<file path="config.mk">
export PLATFORM = sky130hd
export DESIGN_NAME = aim_top
export DESIGN_NICKNAME = d
export VERILOG_FILES = /design/src/verilog/aim_pkg.sv /design/src/verilog/aim_sync.sv /design/src/verilog/aim_top.sv
export SDC_FILE = /design/constraint.sdc
export NUM_CORES = 1
export LEC_CHECK = 0
export CORE_MARGIN = 4
export CORE_UTILIZATION = 45
export DETAILED_ROUTE_END_ITERATION = 10
export DONT_BUFFER_PORTS = 1
export SLEW_MARGIN = 20
export SYNTH_ARGS = -nofsm -noshare
export SYNTH_HDL_FRONTEND = slang
export SYNTH_HIERARCHICAL = 1
export SYNTH_SLANG_ARGS = --single-unit
</file>
<file path="constraint.sdc">
create_clock -name clk -period 2.4 [get_ports clk]
set_clock_uncertainty 0.15 [all_clocks]
set_input_delay 0.48 -clock clk [delete_from_list [all_inputs] [get_ports clk]]
set_output_delay 0.48 -clock clk [all_outputs]
set_load 0.01 [all_outputs]
</file>
<file path="src/verilog/aim_pkg.sv">
// constants for the alarm interrupt masking block
package aim_pkg;
  // register offsets (byte addresses on the plain port)
  localparam logic [7:0] ADDR_MASK_A   = 8'h17; // sys cal, xtal loss, ref loss, xtal err, timeout
  localparam logic [7:0] ADDR_MASK_OOF = 8'h18; // out-of-frequency masks
  localparam logic [7:0] ADDR_MASK_B   = 8'h19; // lock loss, holdover
  localparam logic [7:0] ADDR_MASK_C   = 8'h1A; // calibration
  localparam logic [7:0] ADDR_STATUS   = 8'h1B; // sticky event status
  localparam logic [7:0] ADDR_EVENTS   = 8'h1D; // live event levels, two bytes, read only

  // field positions inside the mask registers
  localparam int BIT_SYS_CAL  = 0;
  localparam int BIT_XTAL_LOS = 1;
  localparam int BIT_REF_LOS  = 2;
  localparam int BIT_XTAL_ERR = 3;
  localparam int BIT_TIMEOUT  = 5;
  localparam int BIT_OOF_LO   = 4;
  localparam int BIT_LOCK     = 1;
  localparam int BIT_HOLD     = 5;
  localparam int BIT_CAL      = 5;

  // event vector layout (status register, bit per event)
  localparam int NUM_EVENTS   = 12;
  localparam int EV_LOCK      = 0;
  localparam int EV_HOLD      = 1;
  localparam int EV_CAL       = 2;
  localparam int EV_SYS_CAL   = 3;
  localparam int EV_XTAL_LOS  = 4;
  localparam int EV_REF_LOS   = 5;
  localparam int EV_XTAL_ERR  = 6;
  localparam int EV_TIMEOUT   = 7;
  localparam int EV_OOF_LO    = 8;
  localparam int NUM_OOF      = 4;

  // reset values: every event allowed
  localparam logic [7:0] MASK_RESET   = 8'h00;
  localparam logic [7:0] STATUS_RESET = 8'h00;
endpackage

</file>
<file path="src/verilog/aim_sync.sv">
// three-stage synchroniser with agreement filter, one per event input
`timescale 1ns/1ps
module aim_sync #(
  parameter int WIDTH = 12
) (
  // clock and reset
  input  wire logic             clk,
  input  wire logic             arst_n,
  // asynchronous levels in, filtered levels out
  input  wire logic [WIDTH-1:0] async_in,
  output logic      [WIDTH-1:0] sync_out
);

  logic [WIDTH-1:0] stage1;
  logic [WIDTH-1:0] stage2;
  logic [WIDTH-1:0] stage3;

  // stage1 is read only by stage2
  always_ff @(posedge clk or negedge arst_n) begin
    if (!arst_n) begin
      stage1 <= '0;
      stage2 <= '0;
      stage3 <= '0;
    end else begin
      stage1 <= async_in;
      stage2 <= stage1;
      stage3 <= stage2;
    end
  end

  // a change counts once stages two and three agree
  genvar i;
  generate
    for (i = 0; i < WIDTH; i++) begin : g_filt
      always_ff @(posedge clk or negedge arst_n) begin
        if (!arst_n) begin
          sync_out[i] <= 1'b0;
        end else if (stage2[i] == stage3[i]) begin
          sync_out[i] <= stage3[i];
        end
      end
    end
  endgenerate
endmodule

</file>
<file path="src/verilog/aim_top.sv">
// alarm interrupt masking: mask registers, sticky status, interrupt pin
// Behaviour
// lock-loss mask resets to 0; a 1 keeps lock loss off the interrupt
// holdover/freerun mask resets to 0; a 1 blocks that condition
// calibration mask resets to 0; a 1 blocks calibration events
// system-input calibration mask resets to 0; a 1 blocks that event
// crystal-input loss mask resets to 0; a 1 blocks crystal loss
// reference-loss mask resets to 0; a 1 blocks reference loss
// crystal-error mask resets to 0; a 1 blocks crystal errors
// bus-timeout mask resets to 0; a 1 blocks bus timeouts
// four out-of-frequency masks reset to 0; each 1 blocks its input
// interrupt pin low while any unmasked event pends, else high
//
// Our own choice: strobed register access.
`timescale 1ns/1ps
module aim_top (
  // clock and reset
  input  wire logic        clk,
  input  wire logic        arst_n,
  // register port
  input  wire logic [7:0]  reg_addr,
  input  wire logic [7:0]  reg_wdata,
  input  wire logic        reg_wr,
  input  wire logic        reg_rd,
  output logic      [7:0]  reg_rdata,
  // alarm and status conditions, asynchronous levels
  input  wire logic        loss_of_lock,
  input  wire logic        holdover,
  input  wire logic        calibration,
  input  wire logic        sys_input_cal_event,
  input  wire logic        xtal_input_loss,
  input  wire logic        reference_loss,
  input  wire logic        xtal_error,
  input  wire logic        bus_timeout,
  input  wire logic [3:0]  out_of_frequency,
  // interrupt pin, active low
  output logic             interrupt_out_n
);

  localparam int NE = aim_pkg::NUM_EVENTS;

  ////////////////////////////////////////////////////////////////////////////
  // mask bits
  logic       lock_loss_irq_mask;
  logic       holdover_irq_mask;
  logic       calibration_irq_mask;
  logic       sys_cal_irq_mask;
  logic       xtal_loss_irq_mask;
  logic       ref_loss_irq_mask;
  logic       xtal_error_irq_mask;
  logic       bus_timeout_irq_mask;
  logic [3:0] freq_fault_irq_mask;

  // event path
  logic [NE-1:0] raw_events;
  logic [NE-1:0] live_events;
  logic [NE-1:0] live_prev;
  logic [NE-1:0] rise;
  logic [NE-1:0] mask_vec;
  logic [NE-1:0] status;
  logic [NE-1:0] clear_vec;
  logic [15:0]   status_wide;
  logic [15:0]   live_wide;
  logic [7:0]    next_rdata;
  logic [7:0]    reg_a;
  logic [7:0]    reg_b;
  logic [7:0]    reg_c;
  logic [7:0]    reg_oof;

  ////////////////////////////////////////////////////////////////////////////
  // gather event inputs in status order
  always_comb begin
    raw_events = '0;
    raw_events[aim_pkg::EV_LOCK]     = loss_of_lock;
    raw_events[aim_pkg::EV_HOLD]     = holdover;
    raw_events[aim_pkg::EV_CAL]      = calibration;
    raw_events[aim_pkg::EV_SYS_CAL]  = sys_input_cal_event;
    raw_events[aim_pkg::EV_XTAL_LOS] = xtal_input_loss;
    raw_events[aim_pkg::EV_REF_LOS]  = reference_loss;
    raw_events[aim_pkg::EV_XTAL_ERR] = xtal_error;
    raw_events[aim_pkg::EV_TIMEOUT]  = bus_timeout;
    raw_events[aim_pkg::EV_OOF_LO +: aim_pkg::NUM_OOF] = out_of_frequency;
  end

  // conditions come from other clock regions
  aim_sync #(
    .WIDTH (NE)
  ) u_sync (
    .clk      (clk),
    .arst_n   (arst_n),
    .async_in (raw_events),
    .sync_out (live_events)
  );

  ////////////////////////////////////////////////////////////////////////////
  // mask register at 0x17
  always_ff @(posedge clk or negedge arst_n) begin
    if (!arst_n) begin
      sys_cal_irq_mask     <= aim_pkg::MASK_RESET[0];
      xtal_loss_irq_mask   <= aim_pkg::MASK_RESET[0];
      ref_loss_irq_mask    <= aim_pkg::MASK_RESET[0];
      xtal_error_irq_mask  <= aim_pkg::MASK_RESET[0];
      bus_timeout_irq_mask <= aim_pkg::MASK_RESET[0];
    end else if (reg_wr && reg_addr == aim_pkg::ADDR_MASK_A) begin
      sys_cal_irq_mask     <= reg_wdata[aim_pkg::BIT_SYS_CAL];
      xtal_loss_irq_mask   <= reg_wdata[aim_pkg::BIT_XTAL_LOS];
      ref_loss_irq_mask    <= reg_wdata[aim_pkg::BIT_REF_LOS];
      xtal_error_irq_mask  <= reg_wdata[aim_pkg::BIT_XTAL_ERR];
      bus_timeout_irq_mask <= reg_wdata[aim_pkg::BIT_TIMEOUT];
    end
  end

  // out-of-frequency mask register at 0x18
  always_ff @(posedge clk or negedge arst_n) begin
    if (!arst_n) begin
      freq_fault_irq_mask <= aim_pkg::MASK_RESET[3:0];
    end else if (reg_wr && reg_addr == aim_pkg::ADDR_MASK_OOF) begin
      freq_fault_irq_mask <= reg_wdata[aim_pkg::BIT_OOF_LO +: aim_pkg::NUM_OOF];
    end
  end

  // lock and holdover mask register at 0x19
  always_ff @(posedge clk or negedge arst_n) begin
    if (!arst_n) begin
      lock_loss_irq_mask <= aim_pkg::MASK_RESET[0];
      holdover_irq_mask  <= aim_pkg::MASK_RESET[0];
    end else if (reg_wr && reg_addr == aim_pkg::ADDR_MASK_B) begin
      lock_loss_irq_mask <= reg_wdata[aim_pkg::BIT_LOCK];
      holdover_irq_mask  <= reg_wdata[aim_pkg::BIT_HOLD];
    end
  end

  // calibration mask register at 0x1A
  always_ff @(posedge clk or negedge arst_n) begin
    if (!arst_n) begin
      calibration_irq_mask <= aim_pkg::MASK_RESET[0];
    end else if (reg_wr && reg_addr == aim_pkg::ADDR_MASK_C) begin
      calibration_irq_mask <= reg_wdata[aim_pkg::BIT_CAL];
    end
  end

  ////////////////////////////////////////////////////////////////////////////
  // mask bits in event order
  always_comb begin
    mask_vec = '0;
    mask_vec[aim_pkg::EV_LOCK]     = lock_loss_irq_mask;
    mask_vec[aim_pkg::EV_HOLD]     = holdover_irq_mask;
    mask_vec[aim_pkg::EV_CAL]      = calibration_irq_mask;
    mask_vec[aim_pkg::EV_SYS_CAL]  = sys_cal_irq_mask;
    mask_vec[aim_pkg::EV_XTAL_LOS] = xtal_loss_irq_mask;
    mask_vec[aim_pkg::EV_REF_LOS]  = ref_loss_irq_mask;
    mask_vec[aim_pkg::EV_XTAL_ERR] = xtal_error_irq_mask;
    mask_vec[aim_pkg::EV_TIMEOUT]  = bus_timeout_irq_mask;
    mask_vec[aim_pkg::EV_OOF_LO +: aim_pkg::NUM_OOF] = freq_fault_irq_mask;
  end

  // previous filtered level for rising-edge detection
  always_ff @(posedge clk or negedge arst_n) begin
    if (!arst_n) begin
      live_prev <= '0;
    end else begin
      live_prev <= live_events;
    end
  end

  assign rise = live_events & ~live_prev;

  // write-one-to-clear strobes, status spread over two bytes
  always_comb begin
    clear_vec = '0;
    if (reg_wr && reg_addr == aim_pkg::ADDR_STATUS) begin
      clear_vec[7:0] = reg_wdata;
    end else if (reg_wr && reg_addr == aim_pkg::ADDR_STATUS + 8'h01) begin
      clear_vec[NE-1:8] = reg_wdata[NE-9:0];
    end
  end

  // sticky status; a new edge wins over a clear in the same cycle
  genvar gi;
  generate
    for (gi = 0; gi < NE; gi++) begin : g_status
      always_ff @(posedge clk or negedge arst_n) begin
        if (!arst_n) begin
          status[gi] <= 1'b0;
        end else if (rise[gi]) begin
          status[gi] <= 1'b1;
        end else if (clear_vec[gi]) begin
          status[gi] <= 1'b0;
        end
      end
    end
  endgenerate

  ////////////////////////////////////////////////////////////////////////////
  // interrupt pin, low while any unmasked sticky bit is set
  always_ff @(posedge clk or negedge arst_n) begin
    if (!arst_n) begin
      interrupt_out_n <= 1'b1;
    end else begin
      interrupt_out_n <= ~|(status & ~mask_vec);
    end
  end

  ////////////////////////////////////////////////////////////////////////////
  // read mux
  always_comb begin
    reg_a = '0;
    reg_a[aim_pkg::BIT_SYS_CAL]  = sys_cal_irq_mask;
    reg_a[aim_pkg::BIT_XTAL_LOS] = xtal_loss_irq_mask;
    reg_a[aim_pkg::BIT_REF_LOS]  = ref_loss_irq_mask;
    reg_a[aim_pkg::BIT_XTAL_ERR] = xtal_error_irq_mask;
    reg_a[aim_pkg::BIT_TIMEOUT]  = bus_timeout_irq_mask;
    reg_oof = '0;
    reg_oof[aim_pkg::BIT_OOF_LO +: aim_pkg::NUM_OOF] = freq_fault_irq_mask;
    reg_b = '0;
    reg_b[aim_pkg::BIT_LOCK] = lock_loss_irq_mask;
    reg_b[aim_pkg::BIT_HOLD] = holdover_irq_mask;
    reg_c = '0;
    reg_c[aim_pkg::BIT_CAL] = calibration_irq_mask;
    status_wide = {{(16 - NE){1'b0}}, status};
    live_wide   = {{(16 - NE){1'b0}}, live_events};
    case (reg_addr)
      aim_pkg::ADDR_MASK_A:           next_rdata = reg_a;
      aim_pkg::ADDR_MASK_OOF:         next_rdata = reg_oof;
      aim_pkg::ADDR_MASK_B:           next_rdata = reg_b;
      aim_pkg::ADDR_MASK_C:           next_rdata = reg_c;
      aim_pkg::ADDR_STATUS:           next_rdata = status_wide[7:0];
      aim_pkg::ADDR_STATUS + 8'h01:   next_rdata = status_wide[15:8];
      aim_pkg::ADDR_EVENTS:           next_rdata = live_wide[7:0];
      aim_pkg::ADDR_EVENTS + 8'h01:   next_rdata = live_wide[15:8];
      default:                        next_rdata = 8'h00; // unmapped reads zero
    endcase
  end

  // read data valid in the cycle after the strobe only
  always_ff @(posedge clk or negedge arst_n) begin
    if (!arst_n) begin
      reg_rdata <= 8'h00;
    end else if (reg_rd) begin
      reg_rdata <= next_rdata;
    end else begin
      reg_rdata <= 8'h00;
    end
  end
endmodule
</file>
# Word level (Yosys, flattened, before mapping)
# Index checks and enable logic that the tools add are counted.
[word_totals]
reg_bits = 93
output_inout_bits = 9
word_cells = 112
[op_classes]
n_eq_ne = 20
mux = 29
n_bitwise = 4
reduce_logical = 20
[ops]
columns = ["operator", "n"]
rows = [
  ["$eq 8x5->1 const B", 8],
  ["$pmux 8 s8", 1],
  ["$and 12x12->12", 2],
  ["$mux 1", 24],
  ["$not 12->12", 2],
  ["$reduce_bool 2->1", 12],
  ["$mux 8", 2],
  ["$eq 1x1->1", 12],
  ["$reduce_or 12->1", 1],
  ["$mux 4", 2],
  ["$logic_and 1x1->1", 6],
  ["$logic_not 1->1", 1],
]

# Depth between registers and ports, before layout
# Gate-level depths: netlist (run 1).
[logic_depth]
depth_word = 6
ltp_mapped = 6
mapped_depth_nobuf = 4

# By module
# The synthesis (run 1) kept the hierarchy.
[by_module_without_submodules]
columns = ["mod", "n_inst", "cells_per_inst", "area_per_inst_um2"]
rows = [
  ["aim_top", 1, 190, 2118.3],
  ["aim_sync", 1, 60, 1336.3],
]

# Worst setup path after synthesis (run 1)
# OpenSTA, ideal clock, no wires.
[synth_path]
path_type = "in2reg"
from = "input port reg_addr[5]"
to = "register calibration_irq_mask"
setup_ps = 125
arrival_time_ps = 1729
required_time_ps = 2125
path_slack_ps = 396
cell_stages = 4
path_buffers = 0
path_cell_list = "or4b_4 > nor3b_2 > and3_2 > mux2_2"
[synth_via]
elab_chain_cells = 2
[synth_rtl]
columns = ["item", "line", "source"]
rows = [
  ["start: declaration", "aim_top.sv:21", "input wire logic [7:0] reg_addr,"],
  ["$eq 8x5->1", "aim_top.sv:137", "end else if (reg_wr && reg_addr == aim_pkg::ADDR_MASK_C) begin"],
  ["$logic_and 1x1->1", "aim_top.sv:137", ""],
  ["end signal: assignment", "aim_top.sv:136", "calibration_irq_mask <= aim_pkg::MASK_RESET[0];"],
  ["end signal: assignment", "aim_top.sv:138", "calibration_irq_mask <= reg_wdata[aim_pkg::BIT_CAL];"],
  ["end: declaration", "aim_top.sv:46", "logic calibration_irq_mask;"],
]
# Every way passes these cells.
# A chain may end at the register's enable or synchronous reset.

# Worst setup path after layout (run 1)
[layout_path]
from = "input port reg_addr[5]"
to = "register ref_loss_irq_mask"
[layout_via]
elab_chain_cells = 2
[layout_rtl]
columns = ["item", "line", "source"]
rows = [
  ["$eq 8x5->1", "aim_top.sv:104", "end else if (reg_wr && reg_addr == aim_pkg::ADDR_MASK_A) begin"],
  ["$logic_and 1x1->1", "aim_top.sv:104", ""],
  ["end signal: assignment", "aim_top.sv:101", "ref_loss_irq_mask <= aim_pkg::MASK_RESET[0];"],
  ["end signal: assignment", "aim_top.sv:107", "ref_loss_irq_mask <= reg_wdata[aim_pkg::BIT_REF_LOS];"],
  ["end: declaration", "aim_top.sv:49", "logic ref_loss_irq_mask;"],
]
# Every way passes these cells.

==> results of run 1 <==
final timing paths:
| kind | cells after the start | to | startpoint |
|---|---|---|---|
| min in group clk | 1 | freq_fault_irq_mask[0]$_DFFE_PN0P_ | reg_wdata[4] |
| worst max register to register | 3 | reg_rdata[6]$_DFF_PN0_ | freq_fault_irq_mask[2]$_DFFE_PN0P_ |
| max in group asynchronous | 0 | interrupt_out_n$_DFF_PN1_ | arst_n |
| worst min-delay path | 0 | freq_fault_irq_mask[0]$_DFFE_PN0P_ | arst_n |
| worst max-delay path | 4 | ref_loss_irq_mask$_DFFE_PN0P_ | reg_addr[5] |
| worst min register to register | 0 | u_sync/stage2[7]$_DFF_PN0_ | u_sync/stage1[7]$_DFF_PN0_ |
layout by cell type, fill, tap and decap left out, types with 2 or more instances in the layout:
| master | netlist | final |
|---|---|---|
| a22o_1 | 14 | 14 |
| a31o_2 | 4 | 4 |
| and2_1 | 2 | 2 |
| clkinv_4 | 0 | 2 |
| nand4b_1 | 5 | 5 |
| or2_2 | 4 | 4 |
| nand2_1 | 15 | 15 |
| a221oi_1 | 3 | 3 |
| nor2_1 | 5 | 5 |
| a21o_1 | 2 | 2 |
| inv_1 | 24 | 24 |
| a21oi_1 | 8 | 8 |
| mux2i_1 | 5 | 5 |
| nand3_1 | 8 | 8 |
| clkinvlp_4 | 0 | 2 |
| maj3_2 | 12 | 12 |
| o22ai_1 | 3 | 3 |
| mux2_4 | 4 | 4 |
| a32oi_1 | 3 | 3 |
| clkbuf_8 | 0 | 9 |
| nor2b_1 | 4 | 4 |
| mux2_2 | 9 | 9 |
| nand3b_1 | 2 | 2 |
| dlygate4sd3_1 | 0 | 12 |
| dfrtp_1 | 92 | 92 |
Yosys cell counts:
cell type   n
dfrtp_1    92
inv_1      24
nand2_1    15
a22o_1     14
maj3_2     12
mux2_2      9
a21oi_1     8
nand3_1     8
clkbuf_1    5
mux2i_1     5
nand4b_1    5
nor2_1      5
a31o_2      4
mux2_4      4
nor2b_1     4
or2_2       4
a221oi_1    3
a32oi_1     3
o22ai_1     3
a21o_1      2
and2_1      2
nand3b_1    2
and3_1      1
and3_2      1
and3b_1     1
and4_1      1
and4b_1     1
buf_2       1
buf_6       1
dfstp_2     1
nand2_2     1
nand4_1     1
nor3b_2     1
nor4b_4     1
o21ai_0     1
or2b_2      1
or4_1       1
or4b_4      1
xnor2_1     1
kinds of logic after synthesis:
family	Yosys count	share of synthesized area (%)
flops	93	67.4
buf+inv	31	3.62
simple gates	57	10.3
mux	18	6.12
compound gates	38	8.37
fa+ha+maj	12	3.91
xor+xnor	1	0.254
per-stage QoR:
step	total power (W)	util [%]
floorplan	0.00180	-
CTS	0.00290	52.5
global placement	0.00181	48.1
detailed placement	0.00182	48.1
global route	0.00299	52.5
finish	0.00287	52.5
routing by layer:
metal	global-route usage, %	wire length, µm
met4	9.24	180
met3	4.66	479
met5	0	0
met2	23.0	2920
met1	22.1	2980
where the power goes:
| part | internal [W] | total [W] | switching [W] | leakage [nW] |
|---|---|---|---|---|
| combinational | 0.0000675 | 0.000101 | 0.0000332 | 0.524 |
| clock | 0.000496 | 0.00107 | 0.000575 | 0.0980 |
| sequential | 0.00165 | 0.00170 | 0.0000519 | 1.09 |
state kept, by name, summed over array words and instances (netlist names), 4 cells and up:
register             count
freq_fault_irq_mask      4
live_prev               12
reg_rdata                8
status                  12
u_sync/stage1           12
u_sync/stage2           12
u_sync/stage3           12
u_sync/sync_out         12
layout make-up:
cell class	count	area, µm²	share of cell area (%)
inverter	24	90.1	2.33
clock inverter	7	82.6	2.13
tap	99	124	3.20
timing repair buffer	12	120	3.10
multi-input combinational	126	1000	25.9
sequential	93	2330	60.2
clock buffer	9	124	3.20
==> flow_metrics.env, run 1 <==
export IMPL_dp_slack_ps=332
export IMPL_vias=1997
export IMPL_grt_antenna_before_repair=0
export IMPL_viasPerCell=5.40
export IMPL_grt_pass1_wl_um=10800
export IMPL_cp_top_family="simple AND/OR/NAND/NOR gates"
export IMPL_clock_sinks=93
export IMPL_finalSetupTns_ps=0
export IMPL_synth_area_leaders="dfrtp_1 (67%), maj3_2 (3.9%), a22o_1 (3.5%), mux2_2 (2.9%), inv_1 (2.6%)"
export IMPL_synth_nets=282
export IMPL_rows=31
export IMPL_critPathSlowestCell="nor4b_4"
export IMPL_synth_largest_area_cell="dfrtp_1"
export IMPL_clk_latency_ps=360
export IMPL_arrival_ps=1810
export IMPL_cp_required_ps=2500
export IMPL_cts_buffers=9
export IMPL_cts_setup_buffers=0
export IMPL_portBuffers=0
export IMPL_dp_hpwl_um=4390
export IMPL_place_inst=342
export IMPL_path_clk_slew_ps=100
export IMPL_max_cap_viol_count=0
export IMPL_ys_ff_latch=93
export IMPL_setup_viol=0
export IMPL_final_cell_area_mm2=0.00387
export IMPL_timing_final_ws_setup_ps=694
export IMPL_chipHeight_um=95.6
export IMPL_synthDominantCellAreaShare_pct=66.6
export IMPL_routed_wl_um=6560
export IMPL_root_buffer="clkbuf_8"
export IMPL_irDropWorstVdd_uv=345
export IMPL_period_share_pct=71.1
export IMPL_ant_nets=0
export IMPL_p_per_area_mw_per_mm2=742
export IMPL_drtIter0Drc=121
export IMPL_coreArea_mm2=0.00737
export IMPL_startpoint_type="primary input"
export IMPL_yosysUniqueCellTypes=39
export IMPL_synthCells=250
export IMPL_num_nets_final=298
export IMPL_ys_seq_area_share_pct=67.4
export IMPL_ctsResizeCount=0
export IMPL_yosys_warnings=6
export IMPL_syn_area_mm2=0.00345
export IMPL_crit_buf_inv=0
export IMPL_wl_per_cell_um=17.7
export IMPL_ios=41
export IMPL_gp_congestion=0.836
export IMPL_initial_core_util_pct=46.9
export IMPL_tightest_slew_ps=478
export IMPL_timing_slew_headroom_pct=68.1
export IMPL_fillers=642
export IMPL_grt_remaining_overflow=0
export IMPL_timing_worst_setup_path_type="in2reg"
export IMPL_syn_to_final_growth_pct=12.0
export IMPL_crit_chain="nor4b_4 > and2_1 > nand4_1 > mux2_2"
export IMPL_grt_max_degree=94
export IMPL_slowest_delay_ps=380
export IMPL_failed_checks="negative hold slack"
export IMPL_hold_path_class="in2async"
export IMPL_regToRegSetupSlack_ps=1060
export IMPL_drtPass1Iterations=4
export IMPL_leakage_nw=1.71
export IMPL_crit_fanout=6
export IMPL_cts_tree="done"
export IMPL_drc=0
export IMPL_place_area_mm2=0.00354
export IMPL_slew_violations=0
export IMPL_grtUsageTotal_pct=16.2
export IMPL_clock_path_buffers=2
export IMPL_status="finished, violations left"
export IMPL_die_area_mm2=0.00914
export IMPL_grt_pass1_vias=2028
export IMPL_rsz0062_at_grt="false"
export IMPL_final_min_clock_period_ps=1710
export IMPL_instances_no_fill=370
export IMPL_hold_violations=93
export IMPL_hold_slack_ps=-341
export IMPL_max_freq_mhz=586
export IMPL_cts_hold_buf=12
export IMPL_synth_area_per_cell_um2=13.8
export IMPL_die_w_um=95.6
export IMPL_htreeDepth=3
export IMPL_num_antenna_cells=0
export IMPL_worst_setup_path_end_kind="flip-flop"
export IMPL_layout_drive_gt1_share_pct=20.7
(Power assumes the default switching activity.)
==> run 2: changes to the inputs <==
==> constraint.sdc (replaced) <==
create_clock -name clk -period 1.5 [get_ports clk]
set_clock_uncertainty 0.15 [all_clocks]
set_input_delay 0.3 -clock clk [delete_from_list [all_inputs] [get_ports clk]]
set_output_delay 0.3 -clock clk [all_outputs]
set_load 0.01 [all_outputs]
==> flow_metrics.env, run 2 (synthesis gave the netlist of run 1 again) <==
export IMPL_place_inst=352
export IMPL_instances_no_fill=390
export IMPL_htreeDepth=3
export IMPL_arrival_ps=1540
export IMPL_failed_checks="negative hold slack"
export IMPL_cts_setup_buffers=0
export IMPL_irDropWorstVdd_uv=908
export IMPL_mostFrequentLayoutCells="dfrtp_1 (92), inv_1 (24), dlygate4sd3_1 (23)"
export IMPL_timing_slew_headroom_pct=74.6
export IMPL_critPathSlowestCell="or4b_4"
export IMPL_drtPass1Iterations=4
export IMPL_initial_core_util_pct=46.9
export IMPL_viasPerCell=5.20
export IMPL_status="finished, violations left"
export IMPL_period_share_pct=96.9
export IMPL_max_cap_viol_count=0
export IMPL_grt_pass1_wl_um=11200
export IMPL_num_nets_final=319
export IMPL_coreArea_mm2=0.00737
export IMPL_cts_hold_buf=23
export IMPL_final_min_clock_period_ps=1450
export IMPL_p_total_w=0.00492
export IMPL_vias=2029
export IMPL_layout_drive_gt1_share_pct=23.4
export IMPL_die_w_um=95.6
export IMPL_cts_tree="done"
export IMPL_cts_buffers=9
export IMPL_dp_hpwl_um=4350
export IMPL_die_area_mm2=0.00914
export IMPL_routed_wl_um=6510
export IMPL_path_clk_slew_ps=90
export IMPL_fillers=618
export IMPL_slowest_delay_ps=530
export IMPL_gp_congestion=0.815
export IMPL_grtUsageTotal_pct=16.4
export IMPL_clk_latency_ps=350
export IMPL_cp_required_ps=1590
export IMPL_grt_max_degree=94
export IMPL_leakage_nw=1.84
export IMPL_grt_remaining_overflow=0
export IMPL_chipHeight_um=95.6
export IMPL_num_antenna_cells=0
export IMPL_tightest_slew_ps=380
export IMPL_root_buffer="clkbuf_8"
export IMPL_hold_slack_ps=-520
export IMPL_max_freq_mhz=688
export IMPL_grt_antenna_before_repair=0
export IMPL_setup_viol=0
export IMPL_portBuffers=0
export IMPL_clock_path_buffers=2
export IMPL_rows=31
export IMPL_ios=41
export IMPL_hold_violations=93
export IMPL_ant_nets=0
export IMPL_drc=0
export IMPL_drtIter0Drc=103
export IMPL_crit_fanout=2
export IMPL_p_per_area_mw_per_mm2=1200
export IMPL_worst_setup_path_end_kind="flip-flop"
export IMPL_syn_to_final_growth_pct=18.9
export IMPL_wl_per_cell_um=16.7
export IMPL_clock_sinks=93
export IMPL_grt_pass1_vias=2177
export IMPL_timing_worst_setup_path_type="in2reg"
export IMPL_crit_chain="or4b_4 > nor3b_2 > and3_4 > mux2_4"
export IMPL_mostFrequentLayoutCell="dfrtp_1"
export IMPL_hold_path_class="in2async"
export IMPL_rsz0062_at_grt="false"
export IMPL_slew_violations=0
export IMPL_startpoint_type="primary input"
run 2: cell count changes in the layout (fill, tap and decap cells not counted), moves of 2 or more:
cell / delta
clkinv_4: -2
clkinvlp_4: -2
buf_4: +10
dlygate4sd3_1: +11
bufinv_16: +2
run 2: repair_timing:
| action | 4_1_cts | 5_1_grt |
|---|---|---|
| setup endpoints to repair | 0 | 1 |
| resized for setup | 0 | 1 |
| endpoints found under the hold margin | 128 | 93 |
run 2: through the flow:
stage	util [%]	setup TNS (ps)	area (µm²)	setup WS, ps
3_5_place_dp	49.3	-4130	3630	-329
5_1_grt	55.7	0	4110	33.6
3_3_place_gp	49.3	-3750	3630	-311
6_report	55.7	0	4110	46.4
2_1_floorplan	-	-1830	3480	-293
4_1_cts	55.7	0	4100	56.4
run 2: layout make-up:
type,count,area [µm²],area share [%]
flip-flops and latches,93,2330,56.7
multi-input cells,126,1020,24.8
repair buffers,33,305,7.43
clock buffers,9,124,3.02
well taps,99,124,3.02
clock inverters,6,119,2.89
inverters,24,90.1,2.19
run 2: path summary, 6_finish.rpt:
check                                                        start                               end  cells after the start  slack (ps)
worst max-delay path                                   reg_addr[6]  calibration_irq_mask$_DFFE_PN0P_                      4          50
worst max register to register  freq_fault_irq_mask[2]$_DFFE_PN0P_            reg_rdata[6]$_DFF_PN0_                      3         230
worst min register to register         u_sync/stage1[10]$_DFF_PN0_       u_sync/stage2[10]$_DFF_PN0_                      0         200
max in group asynchronous                                   arst_n         interrupt_out_n$_DFF_PN1_                      0        1500
worst min-delay path                                        arst_n        u_sync/stage2[4]$_DFF_PN0_                      0        -520
min in group clk                                      reg_wdata[0]             status[8]$_DFFE_PN0P_                      2          20
run 2: metal layers:
metal / up-vias / GRT usage, % / wire length, µm
met5: - / 0 / 0
met4: 0 / 7.23 / 153
met3: 15 / 5.68 / 420
met2: 59 / 23.9 / 3050
met1: 1009 / 22.2 / 2880
li1: 946 / - / -
run 2: where the power goes:
group	switching (W)	internal, W	total, W	leakage, nW
registers	0.0000837	0.00264	0.00272	1.09
logic	0.0000665	0.000135	0.000201	0.621
clock network	0.000878	0.00112	0.00200	0.122
run 2: critical path, delay by kind of cell:
kind             cells  cell delay, ps
and+or+nand+nor      3             960
muxes                1             280
==> run 3: changes to the inputs <==
--- a/config.mk
+++ b/config.mk
@@ -6,9 +6,10 @@
 export NUM_CORES = 1
 export LEC_CHECK = 0
 export CORE_MARGIN = 4
-export CORE_UTILIZATION = 45
+export CORE_UTILIZATION = 35
 export DETAILED_ROUTE_END_ITERATION = 10
 export DONT_BUFFER_PORTS = 1
+export RECOVER_POWER = 25
 export SLEW_MARGIN = 20
 export SYNTH_ARGS = -nofsm -noshare
 export SYNTH_HDL_FRONTEND = slang
==> constraint.sdc (replaced) <==
create_clock -name clk -period 1.5 [get_ports clk]
set_clock_uncertainty 0.15 [all_clocks]
set_input_delay 0.3 -clock clk [delete_from_list [all_inputs] [get_ports clk]]
set_output_delay 0.3 -clock clk [all_outputs]
set_load 0.005 [all_outputs]
==> flow_metrics.env, run 3 (synthesis gave the netlist of run 1 again) <==
export IMPL_r2r_end="reg_rdata[6]$_DFF_PN0_"
export IMPL_grt_antenna_before_repair=0
export IMPL_coreArea_mm2=0.00942
export IMPL_slew_violations=0
export IMPL_grt_pass1_wl_um=11500
export IMPL_slowest_delay_ps=580
export IMPL_timing_worst_setup_path_type="in2reg"
export IMPL_failed_checks="negative hold slack"
export IMPL_die_w_um=107
export IMPL_grt_remaining_overflow=0
export IMPL_grt_util_met1_pct=17.3
export IMPL_met2_usage_pct=19.7
export IMPL_final_min_clock_period_ps=1460
export IMPL_clock_path_buffers=2
export IMPL_cts_buffers=9
export IMPL_reg2reg_depth=3
export IMPL_cts_setup_buffers=0
export IMPL_initial_core_util_pct=36.7
export IMPL_grtUsageTotal_pct=13.0
export IMPL_grt_max_degree=94
export IMPL_hold_slack_ps=-523
export IMPL_max_cap_viol_count=0
export IMPL_setup_viol=0
export IMPL_worstReg2RegStart="freq_fault_irq_mask[2]$_DFFE_PN0P_"
export IMPL_crit_chain="dlygate4sd3_1 > or4_1 > a21oi_2"
export IMPL_regToRegSetupSlack_ps=180
export IMPL_crit_fanout=12
export IMPL_viasPerCell=4.80
export IMPL_instances_no_fill=421
export IMPL_dp_hpwl_um=4510
export IMPL_hold_violations=93
export IMPL_cp_required_ps=1630
export IMPL_max_freq_mhz=683
export IMPL_wl_per_cell_um=15.8
export IMPL_vias=2019
export IMPL_cts_tree="done"
export IMPL_critPathSlowestCell="dlygate4sd3_1"
export IMPL_ios=41
export IMPL_rsz0062_at_grt="false"
export IMPL_worst_setup_path_end_kind="flip-flop"
export IMPL_p_per_area_mw_per_mm2=1120
export IMPL_htreeDepth=3
export IMPL_syn_to_final_growth_pct=19.1
export IMPL_drc=0
export IMPL_hold_path_class="in2async"
export IMPL_tightest_slew_ps=405
export IMPL_leakage_nw=1.81
export IMPL_mostFrequentLayoutCells="dfrtp_1 (92), inv_1 (24), dlygate4sd3_1 (24)"
export IMPL_mostFrequentLayoutCell="dfrtp_1"
export IMPL_drtIter0Drc=110
export IMPL_num_antenna_cells=0
export IMPL_startpoint_type="primary input"
export IMPL_root_buffer="clkbuf_8"
export IMPL_clock_sinks=93
export IMPL_rows=35
export IMPL_portBuffers=0
export IMPL_clk_latency_ps=350
export IMPL_final_cell_area_mm2=0.00411
export IMPL_period_share_pct=97.6
export IMPL_die_area_mm2=0.0115
export IMPL_grt_pass1_vias=2186
export IMPL_drtPass1Iterations=4
export IMPL_place_area_mm2=0.00366
export IMPL_busiest_layer="met2"
export IMPL_gp_congestion=0.815
export IMPL_irDropWorstVdd_uv=579
export IMPL_timing_slew_headroom_pct=72.9
export IMPL_path_clk_slew_ps=90
export IMPL_chipHeight_um=107
export IMPL_use_met3_pct=4.26
export IMPL_arrival_ps=1590
export IMPL_status="finished, violations left"
export IMPL_layout_drive_gt1_share_pct=23.3
export IMPL_place_inst=381
export IMPL_routed_wl_um=6660
export IMPL_ant_nets=0
export IMPL_num_nets_final=319
run 3: critical path, delay by kind of cell:
| kind | cells | cell delay, ps |
|---|---|---|
| buffers and inverters | 1 | 580 |
| and+or+nand+nor | 1 | 550 |
| AOI/OAI and AO/OA | 1 | 160 |
run 3: how the worst max path moves through the flow:
stage	startpoint	end	slack, ps	cells past startpoint
floorplan	reg_addr[6]	calibration_irq_mask$_DFFE_PN0P_	-290	4
global placement	reg_addr[6]	calibration_irq_mask$_DFFE_PN0P_	-320	4
detailed placement	reg_addr[6]	calibration_irq_mask$_DFFE_PN0P_	-340	4
CTS	reg_addr[0]	reg_rdata[6]$_DFF_PN0_	40	3
global route	reg_addr[6]	calibration_irq_mask$_DFFE_PN0P_	20	4
finish	reg_addr[0]	reg_rdata[6]$_DFF_PN0_	40	3
run 3: repair_timing:
item / in CTS / in global routing
resized for setup: 0 / 1
hold buffers: 23 / 1
endpoints found under the hold margin: 128 / 94
endpoints found under the setup margin: 0 / 1
run 3: final cells by class:
type,instances,area [µm²]
clock buffer,10,138
timing repair buffer,33,308
sequential,93,2330
multi-input combinational,126,1020
tap,129,161
inverter,24,90.1
clock inverter,6,71.3
fill,855,5300
run 3: per-stage QoR:
step / total power (W) / setup slack, ps / hold WS (ps) / util (%) / TNS, ps
floorplan: 0.00288 / -293 / -146 / - / -1830
global placement: 0.00290 / -319 / -143 / 38.9 / -3510
detailed placement: 0.00291 / -338 / -143 / 38.9 / -4160
CTS: 0.00469 / 39.8 / -544 / 43.5 / 0
global route: 0.00485 / 23.2 / -559 / 43.7 / 0
finish: 0.00462 / 36.1 / -523 / 43.7 / 0
run 3: power by group:
part	total [W]	switching [W]	internal (W)
clock network	0.00170	0.000874	0.000827
logic	0.000202	0.0000658	0.000136
registers	0.00272	0.0000845	0.00264
total	0.00462	0.00102	0.00360
run 3: per-layer routing:
metal  share of wire, %  vias up
met4                2.2        0
met1                 44     1009
met3                6.5       16
li1                   -      944
met5                  0        -
met2                 47       50
